## src/hw/apso_pkg.sv

```systemverilog
package apso_pkg;
    // register count and field width
    localparam int APSO_NREG = 9;
    localparam int APSO_DW = 9;
    localparam int APSO_AW = 7;
    typedef logic [APSO_DW-1:0] apso_word_t;
    typedef logic [APSO_AW-1:0] apso_addr_t;

    // register indices
    localparam int APSO_I_PLLB = 0;
    localparam int APSO_I_KUP = 1;
    localparam int APSO_I_KMID = 2;
    localparam int APSO_I_KLOW = 3;
    localparam int APSO_I_MIX = 4;
    localparam int APSO_I_PWR = 5;
    localparam int APSO_I_LSLOT = 6;
    localparam int APSO_I_CTL = 7;
    localparam int APSO_I_RSLOT = 8;

    // offsets, writable masks and reset values, by index
    localparam apso_addr_t APSO_ADDR [APSO_NREG] = '{
        7'h4F, 7'h50, 7'h51, 7'h52, 7'h59, 7'h5A, 7'h5B, 7'h5C, 7'h5D};
    localparam apso_word_t APSO_MASK [APSO_NREG] = '{
        9'h03F, 9'h03F, 9'h1FF, 9'h1FF, 9'h033, 9'h1DD, 9'h1FF, 9'h1FF,
        9'h1FF};
    localparam apso_word_t APSO_RST [APSO_NREG] = '{
        9'h000, 9'h000, 9'h000, 9'h000, 9'h021, 9'h000, 9'h000, 9'h000,
        9'h000};

    // field positions
    localparam int APSO_B_SETSEL = 5;
    localparam int APSO_B_HALVE = 4;
    localparam int APSO_B_RMIX = 4;
    localparam int APSO_B_LMIX = 0;
    localparam int APSO_B_PGA2B = 8;
    localparam int APSO_B_ADCB = 7;
    localparam int APSO_B_SPAREB = 6;
    localparam int APSO_B_MCBS = 4;
    localparam int APSO_B_TRIM = 2;
    localparam int APSO_B_PIN3IE = 0;
    localparam int APSO_B_SLOTEN = 8;
    localparam int APSO_B_EARLY = 7;
    localparam int APSO_B_BIT8 = 6;
    localparam int APSO_B_LOE = 5;
    localparam int APSO_B_PE = 4;
    localparam int APSO_B_PS = 3;
    localparam int APSO_B_OESEL = 2;
    localparam int APSO_B_RS9 = 1;
    localparam int APSO_B_LS9 = 0;

    // mixer codes and format code
    localparam logic [1:0] APSO_MIX_ZERO = 2'h0;
    localparam logic [1:0] APSO_MIX_L = 2'h1;
    localparam logic [1:0] APSO_MIX_R = 2'h2;
    localparam logic [1:0] APSO_MIX_SUM = 2'h3;
    localparam logic [1:0] APSO_FMT_DSP = 2'h3;

    // word length codes and bit counts
    localparam logic [5:0] APSO_NB_8 = 6'h08;
    localparam logic [5:0] APSO_NB_16 = 6'h10;
    localparam logic [5:0] APSO_NB_20 = 6'h14;
    localparam logic [5:0] APSO_NB_24 = 6'h18;
    localparam logic [5:0] APSO_NB_32 = 6'h20;

    // serializer states, gray along idle-wait-shift
    typedef enum logic [1:0] {
        APSO_ST_IDLE = 2'b00,
        APSO_ST_WAIT = 2'b01,
        APSO_ST_SHIFT = 2'b11
    } apso_st_e;
endpackage

```

## src/hw/apso_regs.sv

```systemverilog
`timescale 1ns/1ps
module apso_regs (
    // clock and reset
    input wire logic clk,
    input wire logic reset,
    // control port
    input wire apso_pkg::apso_addr_t reg_addr,
    input wire logic reg_wr,
    input wire logic reg_rd,
    input wire apso_pkg::apso_word_t reg_wdata,
    output apso_pkg::apso_word_t reg_rdata_q,
    // coefficient set A and settings held elsewhere
    input wire logic [3:0] set_a_integer_coef,
    input wire logic [23:0] set_a_fraction_coef,
    input wire logic set_a_ref_halve,
    input wire logic general_output_disable,
    input wire logic [1:0] word_length_setting,
    input wire logic [1:0] audio_format_field,
    // pll controls
    output logic [3:0] pll_int_coef_q,
    output logic [23:0] pll_frac_coef_q,
    output logic pll_ref_halve_q,
    output logic pll_ref_tick_q,
    // channel mixer
    input wire logic sample_valid,
    input wire logic [23:0] left_in,
    input wire logic [23:0] right_in,
    output logic [23:0] left_out_q,
    output logic [23:0] right_out_q,
    // analog trims and pin three
    output logic [3:0] bias_mode_q,
    output logic [1:0] core_supply_trim_q,
    input wire logic pin3_pad_in,
    output logic pin3_input_enable_q,
    output logic pin3_in_q,
    // serial audio timing
    input wire logic frame_start,
    input wire logic bit_lead,
    input wire logic bit_mid,
    output logic slot_mode_active_q,
    output logic dsp_ab_only_q,
    output logic [5:0] word_bits_q,
    // serial data pin
    output logic serial_audio_out_pin_o,
    output logic serial_audio_out_pin_oe_n,
    output logic output_pull_enable_q,
    output logic output_pull_select_q
);
    import apso_pkg::*;

    apso_word_t regs_q [APSO_NREG];
    logic [APSO_NREG-1:0] hit;
    apso_word_t rd_d;
    logic [1:0] sdo_v;
    logic [1:0] act_v;
    logic [1:0] late_v;
    logic [9:0] start_v [2];
    logic [31:0] word_v [2];
    logic set_b;
    logic [5:0] nb_d;
    logic drive_d;

    // register bank with per-register write masks
    generate
        for (genvar i = 0; i < APSO_NREG; i++) begin : g_reg
            assign hit[i] = (reg_addr == APSO_ADDR[i]);
            always_ff @(posedge clk) begin
                if (reset) begin
                    regs_q[i] <= APSO_RST[i];
                end else if (reg_wr && hit[i]) begin
                    regs_q[i] <= reg_wdata & APSO_MASK[i];
                end
            end
        end
    endgenerate

    // read mux, unmapped offsets read zero
    always_comb begin
        rd_d = 9'h000;
        for (int j = 0; j < APSO_NREG; j++) begin
            if (hit[j]) begin
                rd_d = regs_q[j];
            end
        end
    end

    always_ff @(posedge clk) begin
        if (reset) begin
            reg_rdata_q <= 9'h000;
        end else if (reg_rd) begin
            reg_rdata_q <= rd_d;
        end
    end

    assign set_b = regs_q[APSO_I_PLLB][APSO_B_SETSEL];

    always_ff @(posedge clk) begin
        if (reset) begin
            pll_int_coef_q <= 4'h0;
            pll_frac_coef_q <= 24'h000000;
            pll_ref_halve_q <= 1'b0;
        end else if (set_b) begin
            pll_int_coef_q <= regs_q[APSO_I_PLLB][3:0];
            pll_frac_coef_q <= {regs_q[APSO_I_KUP][5:0],
                regs_q[APSO_I_KMID], regs_q[APSO_I_KLOW]};
            pll_ref_halve_q <= regs_q[APSO_I_PLLB][APSO_B_HALVE];
        end else begin
            pll_int_coef_q <= set_a_integer_coef;
            pll_frac_coef_q <= set_a_fraction_coef;
            pll_ref_halve_q <= set_a_ref_halve;
        end
    end

    // reference tick, every edge or every second edge
    always_ff @(posedge clk) begin
        if (reset) begin
            pll_ref_tick_q <= 1'b0;
        end else begin
            pll_ref_tick_q <= pll_ref_halve_q ? ~pll_ref_tick_q : 1'b1;
        end
    end

    // one output channel of the digital mixer
    function automatic logic [23:0] mix(input logic [1:0] sel,
        input logic [23:0] l, input logic [23:0] r);
        logic [24:0] s;
        s = {l[23], l} + {r[23], r};
        case (sel)
            APSO_MIX_ZERO: mix = 24'h000000;
            APSO_MIX_L: mix = l;
            APSO_MIX_R: mix = r;
            default: begin
                if (s[24] != s[23]) begin
                    mix = s[24] ? 24'h800000 : 24'h7FFFFF;
                end else begin
                    mix = s[23:0];
                end
            end
        endcase
    endfunction

    always_ff @(posedge clk) begin
        if (reset) begin
            left_out_q <= 24'h000000;
            right_out_q <= 24'h000000;
        end else if (sample_valid) begin
            left_out_q <= mix(regs_q[APSO_I_MIX][APSO_B_LMIX +: 2],
                left_in, right_in);
            right_out_q <= mix(regs_q[APSO_I_MIX][APSO_B_RMIX +: 2],
                left_in, right_in);
        end
    end

    always_ff @(posedge clk) begin
        if (reset) begin
            pin3_input_enable_q <= 1'b0;
            pin3_in_q <= 1'b0;
            bias_mode_q <= 4'h0;
            core_supply_trim_q <= 2'h0;
        end else begin
            pin3_input_enable_q <= regs_q[APSO_I_PWR][APSO_B_PIN3IE];
            pin3_in_q <= pin3_pad_in & regs_q[APSO_I_PWR][APSO_B_PIN3IE];
            bias_mode_q <= {regs_q[APSO_I_PWR][APSO_B_PGA2B],
                regs_q[APSO_I_PWR][APSO_B_ADCB],
                regs_q[APSO_I_PWR][APSO_B_SPAREB],
                regs_q[APSO_I_PWR][APSO_B_MCBS]};
            core_supply_trim_q <= regs_q[APSO_I_PWR][APSO_B_TRIM +: 2];
        end
    end

    always_comb begin
        case (word_length_setting)
            2'h0: nb_d = APSO_NB_16;
            2'h1: nb_d = APSO_NB_20;
            2'h2: nb_d = APSO_NB_24;
            default: nb_d = APSO_NB_32;
        endcase
        if (regs_q[APSO_I_CTL][APSO_B_BIT8]) begin
            nb_d = APSO_NB_8;
        end
    end

    always_ff @(posedge clk) begin
        if (reset) begin
            slot_mode_active_q <= 1'b0;
            dsp_ab_only_q <= 1'b0;
            word_bits_q <= APSO_NB_16;
        end else begin
            slot_mode_active_q <= regs_q[APSO_I_CTL][APSO_B_SLOTEN] &&
                audio_format_field == APSO_FMT_DSP;
            dsp_ab_only_q <= !regs_q[APSO_I_CTL][APSO_B_SLOTEN] &&
                audio_format_field == APSO_FMT_DSP;
            word_bits_q <= nb_d;
        end
    end

    // ten-bit starts; plain dsp puts right after left
    assign start_v[0] = slot_mode_active_q ?
        {regs_q[APSO_I_CTL][APSO_B_LS9], regs_q[APSO_I_LSLOT]} : 10'h000;
    assign start_v[1] = slot_mode_active_q ?
        {regs_q[APSO_I_CTL][APSO_B_RS9], regs_q[APSO_I_RSLOT]} :
        {4'h0, word_bits_q};
    assign word_v[0] = {left_out_q, 8'h00};
    assign word_v[1] = {right_out_q, 8'h00};

    generate
        for (genvar c = 0; c < 2; c++) begin : g_ch
            apso_slot_tx u_tx (
                .clk(clk),
                .reset(reset),
                .frame_start(frame_start),
                .bit_lead(bit_lead),
                .bit_mid(bit_mid),
                .start_cnt(start_v[c]),
                .nbits(word_bits_q),
                .word(word_v[c]),
                .sdo_q(sdo_v[c]),
                .active_q(act_v[c]),
                .lsb_late_q(late_v[c])
            );
        end
    endgenerate

    // early release in late lsb half
    always_comb begin
        if (!regs_q[APSO_I_CTL][APSO_B_OESEL]) begin
            drive_d = !general_output_disable;
        end else if (regs_q[APSO_I_CTL][APSO_B_LOE]) begin
            drive_d = 1'b1;
        end else begin
            drive_d = (|act_v) &&
                !(regs_q[APSO_I_CTL][APSO_B_EARLY] && (|late_v));
        end
    end

    // pad driver, data and weak pull
    always_ff @(posedge clk) begin
        if (reset) begin
            serial_audio_out_pin_o <= 1'b0;
            serial_audio_out_pin_oe_n <= 1'b1;
            output_pull_enable_q <= 1'b0;
            output_pull_select_q <= 1'b0;
        end else begin
            serial_audio_out_pin_o <= act_v[0] ? sdo_v[0] : sdo_v[1];
            serial_audio_out_pin_oe_n <= !drive_d;
            output_pull_enable_q <= regs_q[APSO_I_CTL][APSO_B_PE];
            output_pull_select_q <= regs_q[APSO_I_CTL][APSO_B_PS];
        end
    end
endmodule // apso_regs

```

## src/hw/apso_slot_tx.sv

```systemverilog
`timescale 1ns/1ps
module apso_slot_tx (
    // clock and reset
    input wire logic clk,
    input wire logic reset,
    // frame and bit timing pulses
    input wire logic frame_start,
    input wire logic bit_lead,
    input wire logic bit_mid,
    // word setup
    input wire logic [9:0] start_cnt,
    input wire logic [5:0] nbits,
    input wire logic [31:0] word,
    // serial state
    output logic sdo_q,
    output logic active_q,
    output logic lsb_late_q
);
    import apso_pkg::*;

    apso_st_e st_q;
    logic [9:0] cnt_q;
    logic [5:0] left_q;
    logic [31:0] sh_q;

    // bit-period count from sync, then msb-first shift
    always_ff @(posedge clk) begin
        if (reset) begin
            st_q <= APSO_ST_IDLE;
            cnt_q <= 10'h000;
            left_q <= 6'h00;
            sh_q <= 32'h0000_0000;
            sdo_q <= 1'b0;
            active_q <= 1'b0;
        end else if (frame_start) begin
            st_q <= APSO_ST_WAIT;
            cnt_q <= 10'h000;
            sh_q <= word;
            active_q <= 1'b0;
        end else if (bit_lead) begin
            case (st_q)
                APSO_ST_WAIT: begin
                    if (cnt_q == start_cnt) begin
                        st_q <= APSO_ST_SHIFT;
                        sdo_q <= sh_q[31];
                        sh_q <= {sh_q[30:0], 1'b0};
                        left_q <= nbits - 6'h01;
                        active_q <= 1'b1;
                    end else begin
                        cnt_q <= cnt_q + 10'h001;
                    end
                end
                APSO_ST_SHIFT: begin
                    if (left_q == 6'h00) begin
                        st_q <= APSO_ST_IDLE;
                        active_q <= 1'b0;
                    end else begin
                        sdo_q <= sh_q[31];
                        sh_q <= {sh_q[30:0], 1'b0};
                        left_q <= left_q - 6'h01;
                    end
                end
                default: st_q <= APSO_ST_IDLE;
            endcase
        end
    end

    // marks the second half of the last bit
    always_ff @(posedge clk) begin
        if (reset || frame_start || bit_lead) begin
            lsb_late_q <= 1'b0;
        end else if (bit_mid && st_q == APSO_ST_SHIFT && left_q == 6'h00) begin
            lsb_late_q <= 1'b1;
        end
    end
endmodule // apso_slot_tx

```

## config.mk

```make
export PLATFORM = sky130hd
export DESIGN_NAME = apso_regs
export DESIGN_NICKNAME = d
export VERILOG_FILES = /design/src/hw/apso_pkg.sv /design/src/hw/apso_regs.sv /design/src/hw/apso_slot_tx.sv
export SDC_FILE = /design/constraint.sdc
export NUM_CORES = 1
export LEC_CHECK = 0
export ABC_AREA = 1
export BUFFER_PORTS_ARGS = -buffer_cell sky130_fd_sc_hd__buf_2
export CAP_MARGIN = 20
export CORE_UTILIZATION = 50
export DETAILED_ROUTE_END_ITERATION = 6
export MAX_ROUTING_LAYER = met4
export PLACE_DENSITY = 0.77
export REMOVE_ABC_BUFFERS = 1
export SYNTH_ARGS = -nofsm -noshare
export SYNTH_HDL_FRONTEND = slang
export SYNTH_SLANG_ARGS = --single-unit
export TNS_END_PERCENT = 30
```

## constraint.sdc

```tcl
create_clock -name clk -period 6 [get_ports clk]
set_clock_uncertainty 0.15 [all_clocks]
set_input_delay 0 -clock clk [delete_from_list [all_inputs] [get_ports clk]]
set_output_delay 0 -clock clk [all_outputs]
set_load 0.03 [all_outputs]
```

==> results of run 1 <==
registers in the layout, summed over array words and instances (netlist names), 2 cells and up:
signal	cells
g_ch.u_tx.sdo_q	2
word_bits_q	4
reg_rdata_q	9
g_ch.u_tx.st_q	4
left_out_q	24
pll_int_coef_q	4
g_ch.u_tx.sh_q	48
g_ch.u_tx.left_q	12
g_ch.u_tx.active_q	2
core_supply_trim_q	2
g_ch.u_tx.lsb_late_q	2
g_ch.u_tx.cnt_q	20
bias_mode_q	4
right_out_q	24
regs_q	68
pll_frac_coef_q	24
per-stage QoR:
stage | power, W | instance area [sq um] | hold slack (ns) | instances
floorplan | 0.00250 | 13800 | -0.0809 | 1948
detailed placement | 0.00278 | 15400 | 0.0602 | 2549
global placement | 0.00277 | 15400 | 0.0528 | 2548
global route | 0.00481 | 17800 | 0.0566 | 2748
CTS | 0.00462 | 17800 | 0.00223 | 2744
finish | 0.00465 | 17800 | 0.0298 | 2748
worst min-delay path: cells and delay by family:
kind                   cells  cell delay, ns
AOI/OAI and AO/OA          2            0.28
buffers and inverters      2            0.38
metal layers:
layer	vias to the layer above	global-route usage, %
li1	7306	-
met1	7019	39.5
met2	732	53.2
met3	132	6.36
met4	0	12.3
met5	-	-
Yosys cell counts (8+ instances only):
| cell type | number | area, sq um |
|---|---|---|
| o21ai_0 | 159 | 796 |
| nand3_1 | 55 | 275 |
| a31oi_1 | 23 | 144 |
| inv_1 | 214 | 803 |
| dfxtp_1 | 195 | 3900 |
| nor4_1 | 9 | 56.3 |
| clkbuf_1 | 73 | 274 |
| edfxtp_1 | 68 | 2040 |
| nand4_1 | 70 | 438 |
| ha_1 | 31 | 388 |
| nor3_1 | 15 | 75.1 |
| xor2_1 | 35 | 307 |
| a21oi_1 | 172 | 861 |
| nor2_1 | 244 | 916 |
| buf_2 | 8 | 40.0 |
| nand2_1 | 569 | 2140 |
| o22ai_1 | 31 | 194 |
where the power goes:
group / leakage, nW / internal (W) / total (W) / switching (W)
combinational: 5.47 / 0.000301 / 0.000869 / 0.000568
sequential: 2.25 / 0.00191 / 0.00199 / 0.0000778
clock: 0.455 / 0.00106 / 0.00180 / 0.000742
total: 8.18 / 0.00327 / 0.00465 / 0.00139
placed cells by master, fill, tap and decap left out, drive strengths merged, types with 4 or more instances in the layout:
cell type    instances
a21oi              172
a31oi               23
buf                224
bufinv               4
clkbuf              34
clkinv              18
clkinvlp             4
dfxtp              195
dlygate4sd3        143
edfxtp              68
ha                  31
inv                213
nand2              573
nand3               57
nand3b               7
nand4               70
nor2               246
nor3                15
nor4                10
o21ai              165
o21bai               6
o22ai               31
or2                  5
xnor2                7
xor2                35
path summary, 6_finish.rpt:
path,start,to,slack [ns],depth (start not counted)
max,frame_start,g_ch[0].u_tx.sh_q[16]$_SDFFE_PP0P_,2.17,9
min,sample_valid,right_out_q[21]$_SDFFE_PP0P_,0.03,4
max reg2reg,slot_mode_active_q$_SDFF_PP0_,g_ch[0].u_tx.sh_q[16]$_SDFFE_PP0P_,2.30,9
min reg2reg,pll_ref_tick_q$_SDFF_PP0_,pll_ref_tick_q$_SDFF_PP0_,0.30,1
logic make-up after synthesis:
family | Yosys count
DFF | 263
AOI/OAI and AO/OA | 402
adders and majority gates | 32
and+or+nand+nor | 986
other | 1
muxes | 1
buffers and inverters | 319
xor gates and xnor gates | 42
final cells by class:
cell class | instances | area, sq um
inverters | 220 | 826
well taps | 378 | 473
clock buffers | 33 | 739
multi-input cells | 1465 | 7000
clock inverters | 19 | 218
repair buffers | 368 | 2600
flip-flops and latches | 263 | 5950
diodes | 2 | 5.00
fillers | 2413 | 10100
what timing repair did:
action,4_1_cts,5_1_grt
hold buffers,143,0
endpoints found under the hold margin,189,0
gates resized for setup,0,0
setup endpoints to repair,0,0
==> reports/results.txt, run 1 <==
Ys Warns: 0
Clock sinks: 263
Crit-path cells: dlygate4sd3_1 -> buf_2 -> buf_4 -> clkinv_1 -> buf_4 -> nand3_1 -> nand3_1 -> nand2_1 -> a21oi_1
Synth Flop Type: dfxtp_1
Mapped cell area: 14200 sq um
Final period util: 63.8%
Synth Area in XOR/XNOR: 2.59%
CP max stage delay: 0.86 ns
Simple-gate area share of the yosys netlist: 28.8%
Post-synthesis adder-cell area fraction: 2.87%
Place WS: 2.30 ns
Reg clk slew, reported paths: 0.06 ns
Initial Util: 51.0%
RSZ-0062 raised after global routing: false
Top delay family on crit path: buffers and inverters
Critical path arrival: 4.06 ns
Hold Crit Class: primary input to flop
Clock Latency Late Sink: 0.55 ns
Post-CTS Setup Bufs: 0
Worst Setup Start Kind: primary input
IO Count: 214
Met2 wire len: 21800 microns
Nets: 2485
GPL Wtd Cong: 0.983
Synth Instances: 2046
Met3 wire length: 3980 microns
Die span in y: 171 microns
CTS tree: done
Final Util: 63.9%
Worst VDD drop: 0.272 mV
Flops & latches, synth: 263
H-tree depth: 1
Area of the die: 29100 sq um
Final setup TNS: 0 ns
Critical path capture point type: flop
Total count of hold-check failures in the final report: 0
Worst Slack Setup Final: 2.17 ns
DPL Wire Length: 31800 microns
Slew margin rel.: 29.1%
# Max-Cap Violations: 0
Buffers on Ports: 211
Routed wire length: 46300 microns
M1 WL: 18800 microns
Drt pass-1 iters: 6
Mux cell area share after synthesis: 0.0705%
Sequential-to-total area share from yosys stat: 41.9%
Mapped Avg Cell Area: 6.94 sq um
Pwr/cell area: 261 nW/um^2
CP Buf/Inv Count: 5
Achievable Freq: 261 MHz
Count of cell types in the netlist: 42
First-pass GRT wire length: 72700 microns
Site Rows: 61
Die X: 171 microns
DR WL/cell: 16.9 microns
Final min period: 3.83 ns
Core area: 27900 sq um
Top Layer Used: met4
Initial antenna violation count: 2
Compound-Gate Fraction of Synth Area: 14.9%
Crit path max fanout: 53
Vias after detailed routing: 15200
Largest net degree at the start of global routing: 79
Count of final max-slew check failures: 0
Setup CP Type: primary input to flop
Num CTS Buffers: 28
DRC Markers: 0
Async SR Flop Fraction: 0%
EDFF count, synth: 68
Root buffer cell: clkbuf_16
Vias in the first global route: 14200
Outcome: complete, no violations
P_leak: 8.18 nW
Overall routing resource usage: 32.5%
Worst path required time: 6.23 ns
Largest family of logic cells by synthesized area: simple AND/OR/NAND/NOR gates
P&R area growth vs syn: 25.3%
# setup viols final: 0
Global route overflow: 0
Drt via density: 5.53
ANT nets after route: 0
Clk buf depth: 3
Initial DRC count: 1735
Layout cells sized above 1: 12.0%
Critical path's slowest cell: nand3_1
Slew of the pin with the lowest slew margin: 1.05 ns
Power figures use the tool's default switching activity.
==> run 2, diff against run 1 <==
PLACE_DENSITY = 0.8   (was 0.77)
clock period = 3.5 ns   (was 6 ns; I/O delays follow)
==> reports/results.txt, run 2 (synthesis results as in run 1) <==
Vias in the first global route: 14900 (+5.0%)
Pwr/cell area: 439 nW/um^2 (+68%)
Fillcell total: 2389 (-0.99%)
Die span in y: 171 microns (unchanged)
Ant diodes: 0 (-2)
Setup CP Type: flop to flop
Largest net degree at the start of global routing: 79 (unchanged)
Die X: 171 microns (unchanged)
Worst VDD drop: 0.396 mV (+45%)
Outcome: finished with violations
Num CTS Buffers: 27 (-3.6%)
Drt pass-1 iters: 7 (+1)
Routed wire length: 47800 microns (+3.1%)
Place WS: 0.649 ns (-1.65 ns)
Commonest cells after routing, fill and taps aside: nand2_1, nor2_1, inv_1
Critical path arrival: 3.69 ns (-0.37 ns)
Initial DRC count: 1649 (-5.0%)
DRC Markers: 4 (+4)
Global route overflow: 0 (unchanged)
Buffers on Ports: 211 (unchanged)
# Max-Cap Violations: 0 (unchanged)
Crit path max fanout: 14 (-74%)
Final setup TNS: 0 ns (unchanged)
Reg clk slew, reported paths: 0.07 ns (about the same)
IO Count: 214 (unchanged)
Crit-path cells: inv_1 -> nand2_1 -> o22ai_1 -> dlygate4sd3_1 -> nor2_1 -> a21oi_1 -> dlygate4sd3_1
Core area: 27900 sq um (unchanged)
Vias after detailed routing: 15400 (+1.6%)
CTS tree: done
Final min period: 3.35 ns
H-tree depth: 1 (unchanged)
Min Hold Slack: 0.0429 ns (+0.0132 ns)
Clock Latency Late Sink: 0.57 ns (+0.02 ns)
Site Rows: 61 (unchanged)
Most common cell after layout, fill and taps aside: nand2_1
Failing checks: DRC
Worst Setup Start Kind: flop
Top cell by count, worst path: dlygate4sd3_1
ANT nets after route: 0 (unchanged)
DPL Wire Length: 32600 microns (+2.5%)
Final period util: 95.8%
Max reg flops: 68 (unchanged)
DR WL/cell: 17.4 microns (+3.2%)
Drt via density: 5.62 (+1.7%)
Worst path required time: 3.84 ns (-2.39 ns)
Largest regs: regs_q (68), g_ch.u_tx.sh_q (48)
CP Buf/Inv Count: 3 (-2)
Layout cells sized above 1: 12.2% (+0.16 points)
Post-CTS Setup Bufs: 0 (unchanged)
Count of final max-slew check failures: 0 (unchanged)
Critical path capture point type: flop
P&R area growth vs syn: 24.8%
Critical path's slowest cell: dlygate4sd3_1
Hold Crit Class: primary input to flop
Clk buf depth: 3 (unchanged)
Clock sinks: 263 (unchanged)
Nets: 2487 (+0.080%)
P_leak: 8.16 nW (-0.17%)
Initial Util: 51.0% (unchanged)
First-pass GRT wire length: 75600 microns (+4.1%)
# setup viols final: 0 (unchanged)
Achievable Freq: 298 MHz
Top delay family on crit path: buffers and inverters
Area of the die: 29100 sq um (unchanged)
Overall routing resource usage: 33.6% (+1.1 points)
CP max stage delay: 0.59 ns (-0.27 ns)
GPL Wtd Cong: 0.988 (+0.50%)
Worst Slack Setup Final: 0.149 ns (-2.03 ns)
Root buffer cell: clkbuf_16
RSZ-0062 raised after global routing: false
Initial antenna violation count: 0 (-2)
Total count of hold-check failures in the final report: 0 (unchanged)
Slew of the pin with the lowest slew margin: 0.984 ns (-0.0690 ns)
Slew margin rel.: 34.3% (+5.2 points)
Register name with the most flops: regs_q
## run 2: cell count changes in the layout (fill, tap and decap cells not counted), moves of 2 or more
cell and delta:
dlygate4sd3_1 -6, buf_4 +11, bufinv_16 -3, clkinv_4 -2
clkinv_1 -2, clkbuf_1 +5, clkinvlp_4 -3, diode_2 -2
## run 2: repair_timing
action                                  CTS  global route
hold buffers                            137             0
resized for setup                         0             1
endpoints found under the setup margin    0             5
endpoints found under the hold margin   196             0
## run 2: through the flow
stage / utilization, % / std cells / instance area (sq um) / total power (W)
6_report: 63.6 / 2747 / 17700 / 0.00778
2_1_floorplan: - / 1948 / 13800 / 0.00428
4_1_cts: 63.6 / 2747 / 17700 / 0.00772
3_5_place_dp: 55.5 / 2560 / 15500 / 0.00479
5_1_grt: 63.6 / 2747 / 17700 / 0.00806
3_3_place_gp: 55.5 / 2560 / 15500 / 0.00477
## run 2: power by group
part / switching [W] / leakage, nW / internal (W)
sequential: 0.000122 / 2.25 / 0.00327
combinational: 0.00100 / 5.49 / 0.000516
clock: 0.00127 / 0.425 / 0.00160
## run 2: layout make-up
| class | count | area, sq um | area share, % |
|---|---|---|---|
| Clock inverter | 12 | 114 | 0.643 |
| Timing Repair Buffer | 371 | 2600 | 14.7 |
| Sequential cell | 263 | 5950 | 33.6 |
| Clock buffer | 38 | 758 | 4.28 |
| Inverter | 220 | 826 | 4.66 |
| Tap cell | 378 | 473 | 2.67 |
| Multi-Input combinational cell | 1465 | 7000 | 39.5 |
## run 2: final timing paths
check | depth (start not counted) | to | slack (ns) | start
min reg2reg | 1 | pll_ref_tick_q$_SDFF_PP0_ | 0.31 | pll_ref_halve_q$_SDFF_PP0_
min | 4 | left_out_q[19]$_SDFFE_PP0P_ | 0.04 | sample_valid
max | 7 | right_out_q[0]$_SDFFE_PP0P_ | 0.15 | regs_q[4][5]$_SDFFCE_PN1P_
max reg2reg | 7 | right_out_q[0]$_SDFFE_PP0P_ | 0.15 | regs_q[4][5]$_SDFFCE_PN1P_
## run 2: routing by layer
metal  up-vias  global-route usage (%)  wire length [microns]
met3       192                    4.58                   4100
met2       885                    54.8                  22200
met1      7064                    40.5                  19100
met4         0                    17.5                   2350
li1       7294                       -                      -
met5         -                       -                      0
## run 2: worst reg2reg max path, delay by kind of cell, from the launching register on
kind            cells  cell delay [ns]
compound gates      2             0.52
flops               1             0.38
simple gates        2             0.63
buf+inv             3             1.61
==> run 3, diff against run 2 <==
ABC_AREA = not set   (was 1)
==> reports/results.txt, run 3 <==
Worst VDD drop: 0.386 mV (-2.5%)
Worst path required time: 3.85 ns (about the same)
Hold Crit Class: primary input to flop
Achievable Freq: 287 MHz (-3.7%)
Most common cell after layout, fill and taps aside: nor2_1
Ant diodes: 0 (unchanged)
Max reg flops: 68 (unchanged)
Sequential-to-total area share from yosys stat: 43.3% (+1.5 points)
Overall routing resource usage: 32.7% (-0.95 points)
EDFF count, synth: 68 (unchanged)
Core area: 27000 sq um (-3.3%)
P_leak: 7.68 nW (-5.9%)
Layer with the highest usage: met2
Initial DRC count: 1699 (+3.0%)
Dpl cells: 1973 (-23%)
Most common cell in the synthesized netlist: nor2_1
Crit path max fanout: 8 (-6)
Critical path's slowest cell: dlygate4sd3_1
Setup CP Type: primary input to flop
Async SR Flop Fraction: 0% (unchanged)
Synth top area share: 28.4% (+0.97 points)
Mux cell area share after synthesis: 6.94% (+6.9 points)
CTS tree: done
Root buffer cell: clkbuf_16
Slew margin rel.: 23.6% (-11 points)
First-pass GRT wire length: 71300 microns (-5.7%)
Largest family of logic cells by synthesized area: compound AO/OA/AOI/OAI gates
Final min period: 3.48 ns (+0.130 ns)
Post-synth top cells: nor2_1, dfxtp_1, and3_1
Synth Instances: 1499 (-27%)
Worst Setup Start Kind: primary input
Footprint of the multi-input gates: 7350 sq um (+5.0%)
Commonest cells after routing, fill and taps aside: nor2_1, buf_2, dfxtp_1
Critical path arrival: 3.83 ns (+0.14 ns)
Nets: 2001 (-20%)
Grt met1 use: 40.7% (+0.14 points)
Fillcell total: 1949 (-18%)
Drt via density: 6.28 (+12%)
ANT nets after route: 0 (unchanged)
Pwr/cell area: 453 nW/um^2 (+3.2%)
Slew of the pin with the lowest slew margin: 1.15 ns (+0.162 ns)
# Max-Cap Violations: 0 (unchanged)
Top delay family on crit path: buffers and inverters
Register name with the most flops: regs_q
Num CTS Buffers: 29 (+7.4%)
# setup viols final: 0 (unchanged)
IO Count: 214 (unchanged)
Clock Latency Late Sink: 0.56 ns (about the same)
Site Rows: 60 (-1.6%)
Area of the die: 28100 sq um (-3.4%)
Post-synthesis adder-cell area fraction: 2.97% (+0.10 points)
Crit-path cells: dlygate4sd3_1 -> buf_2 -> ha_1 -> and3_1 -> and3_1 -> nand2_1 -> a211oi_4 -> o21ai_2 -> a211oi_4 -> buf_4 -> o21ai_0 -> a311oi_1 -> dlygate4sd3_1
DR WL/cell: 20.8 microns (+19%)
Die span in y: 168 microns (-1.7%)
Logic pwr share: 20.2% (+0.7 points)
Min Hold Slack: 0.0353 ns (-0.00766 ns)
Met3 usage: 4.02% (-0.56 points)
DRC Markers: 0 (-4)
Initial Util: 50.9% (-0.076 points)
Mapped cell area: 13700 sq um (-3.4%)
Largest regs: regs_q (68), g_ch.u_tx.sh_q (48)
P&R area growth vs syn: 31.9%
Share of power burned in registers: 41.8% (-1.8 points)
GPL Wtd Cong: 0.923 (-6.6%)
Compound-Gate Fraction of Synth Area: 20.2% (+5.3 points)
Place WS: 0.332 ns (-0.317 ns)
Layout cells sized above 1: 19.7% (+7.5 points)
Synth top area cells: dfxtp_1, edfxtp_1, nor2_1
Initial antenna violation count: 0 (unchanged)
CP Buf/Inv Count: 4 (+1)
Int Pwr: 0.00577 W (+7.2%)
Drt pass-1 iters: 6 (-1)
Vias after detailed routing: 14000 (-9.4%)
Critical path capture point type: flop
Count of cell types in the netlist: 78 (+86%)
Clock share of power: 38.0% (+1.1 points)
Die X: 168 microns (-1.7%)
Ys Warns: 0 (unchanged)
Synth Area in XOR/XNOR: 3.13% (+0.54 points)
Switching power: 0.00242 W (+1.5%)
Flops & latches, synth: 263 (unchanged)
Total count of hold-check failures in the final report: 0 (unchanged)
Synth Flop Type: dfxtp_1
Outcome: complete, no violations
Largest net degree at the start of global routing: 132 (+67%)
RSZ-0062 raised after global routing: true
Final period util: 99.5% (+3.7 points)
Vias in the first global route: 13400 (-10%)
H-tree depth: 1 (unchanged)
Simple-gate area share of the yosys netlist: 19.3% (-9.6 points)
Finished Layout Cells: 2226 (-19%)
Met2 usage: 52.2% (-2.6 points)
Synth area leader: dfxtp_1
Global route overflow: 0 (unchanged)
Worst Slack Setup Final: 0.0187 ns (-0.130 ns)
CP max stage delay: 0.59 ns (about the same)
Reg area: 5950 sq um (unchanged)
Clk buf depth: 3 (unchanged)
Reg clk slew, reported paths: 0.06 ns (about the same)
Clock sinks: 263 (unchanged)
Mapped Avg Cell Area: 9.15 sq um (+32%)
Sw frac: 29.6% (-1.1 points)
Count of final max-slew check failures: 0 (unchanged)
Buffers on Ports: 211 (unchanged)
Routed wire length: 46200 microns (-3.3%)
Final setup TNS: 0 ns (unchanged)
DPL Wire Length: 27500 microns (-15%)
-- run 3: path summary, 6_finish.rpt --
path | startpoint | depth (start not counted) | slack [ns] | to
setup / recovery | right_in[14] | 13 | 0.02 | left_out_q[15]$_SDFFE_PP0P_
hold / removal | pin3_pad_in | 3 | 0.04 | pin3_in_q$_SDFF_PP0_
hold reg to reg | pll_ref_tick_q$_SDFF_PP0_ | 1 | 0.28 | pll_ref_tick_q$_SDFF_PP0_
setup reg to reg | regs_q[4][5]$_SDFFCE_PN1P_ | 7 | 0.26 | right_out_q[9]$_SDFFE_PP0P_
-- run 3: layer usage --
| layer | vias up | part of all wire, % |
|---|---|---|
| met4 | 0 | 5.5 |
| met3 | 224 | 8.3 |
| li1 | 6261 | - |
| met1 | 6661 | 40 |
| met2 | 831 | 47 |
| met5 | - | 0 |
-- run 3: cell families (layout without fill, tap and decap cells) --
kind of cell	count (synthesis)	after routing
XOR/XNOR	49	49
buffers and inverters	134	518
AND/OR/NAND/NOR	549	549
multiplexers	92	92
other	1	2
AO/OA/AOI/OAI	379	380
flip-flops	263	263
adder cells (fa/ha/maj)	32	32
-- run 3: through the flow --
stage | area [sq um] | utilization [%] | power (W)
6_report | 18100 | 67.1 | 0.00820
3_5_place_dp | 15000 | 55.6 | 0.00477
4_1_cts | 17900 | 66.3 | 0.00802
5_1_grt | 18100 | 67.1 | 0.00845
3_3_place_gp | 15000 | 55.6 | 0.00474
2_1_floorplan | 13300 | - | 0.00426
-- run 3: cell type report --
class,count,share of cell area [%]
Multi-Input combinational cell,1104,40.6
Sequential cell,263,32.9
Timing Repair Buffer,437,18.3
Clock buffer,36,4.32
Tap cell,341,2.36
Clock inverter,18,1.02
Inverter,27,0.560
-- run 3: power by group through the flow --
stage / Sequential [W] / Clock, W / Combinational, W
after detailed placement: 0.00348 / 0 / 0.00129
after global placement: 0.00348 / 0 / 0.00127
final: 0.00343 / 0.00311 / 0.00166
after global routing: 0.00344 / 0.00325 / 0.00176
after CTS: 0.00342 / 0.00312 / 0.00149
after floorplan: 0.00361 / 0 / 0.000654
-- run 3: timing repair --
action	in CTS	in global routing
hold buffers	190	0
setup endpoints to repair	0	38
setup buffers	0	12
gates resized for setup	0	29
hold endpoints to repair	251	0
-- run 3: worst register-to-register path, stage by stage (launching register included) --
cell and delay (ns):
edfxtp_1 0.47, nor2b_2 0.49, buf_4 0.36, a221o_1 0.19, dlygate4sd3_1 0.57, o21ai_0 0.14, a21oi_1 0.24, dlygate4sd3_1 0.59
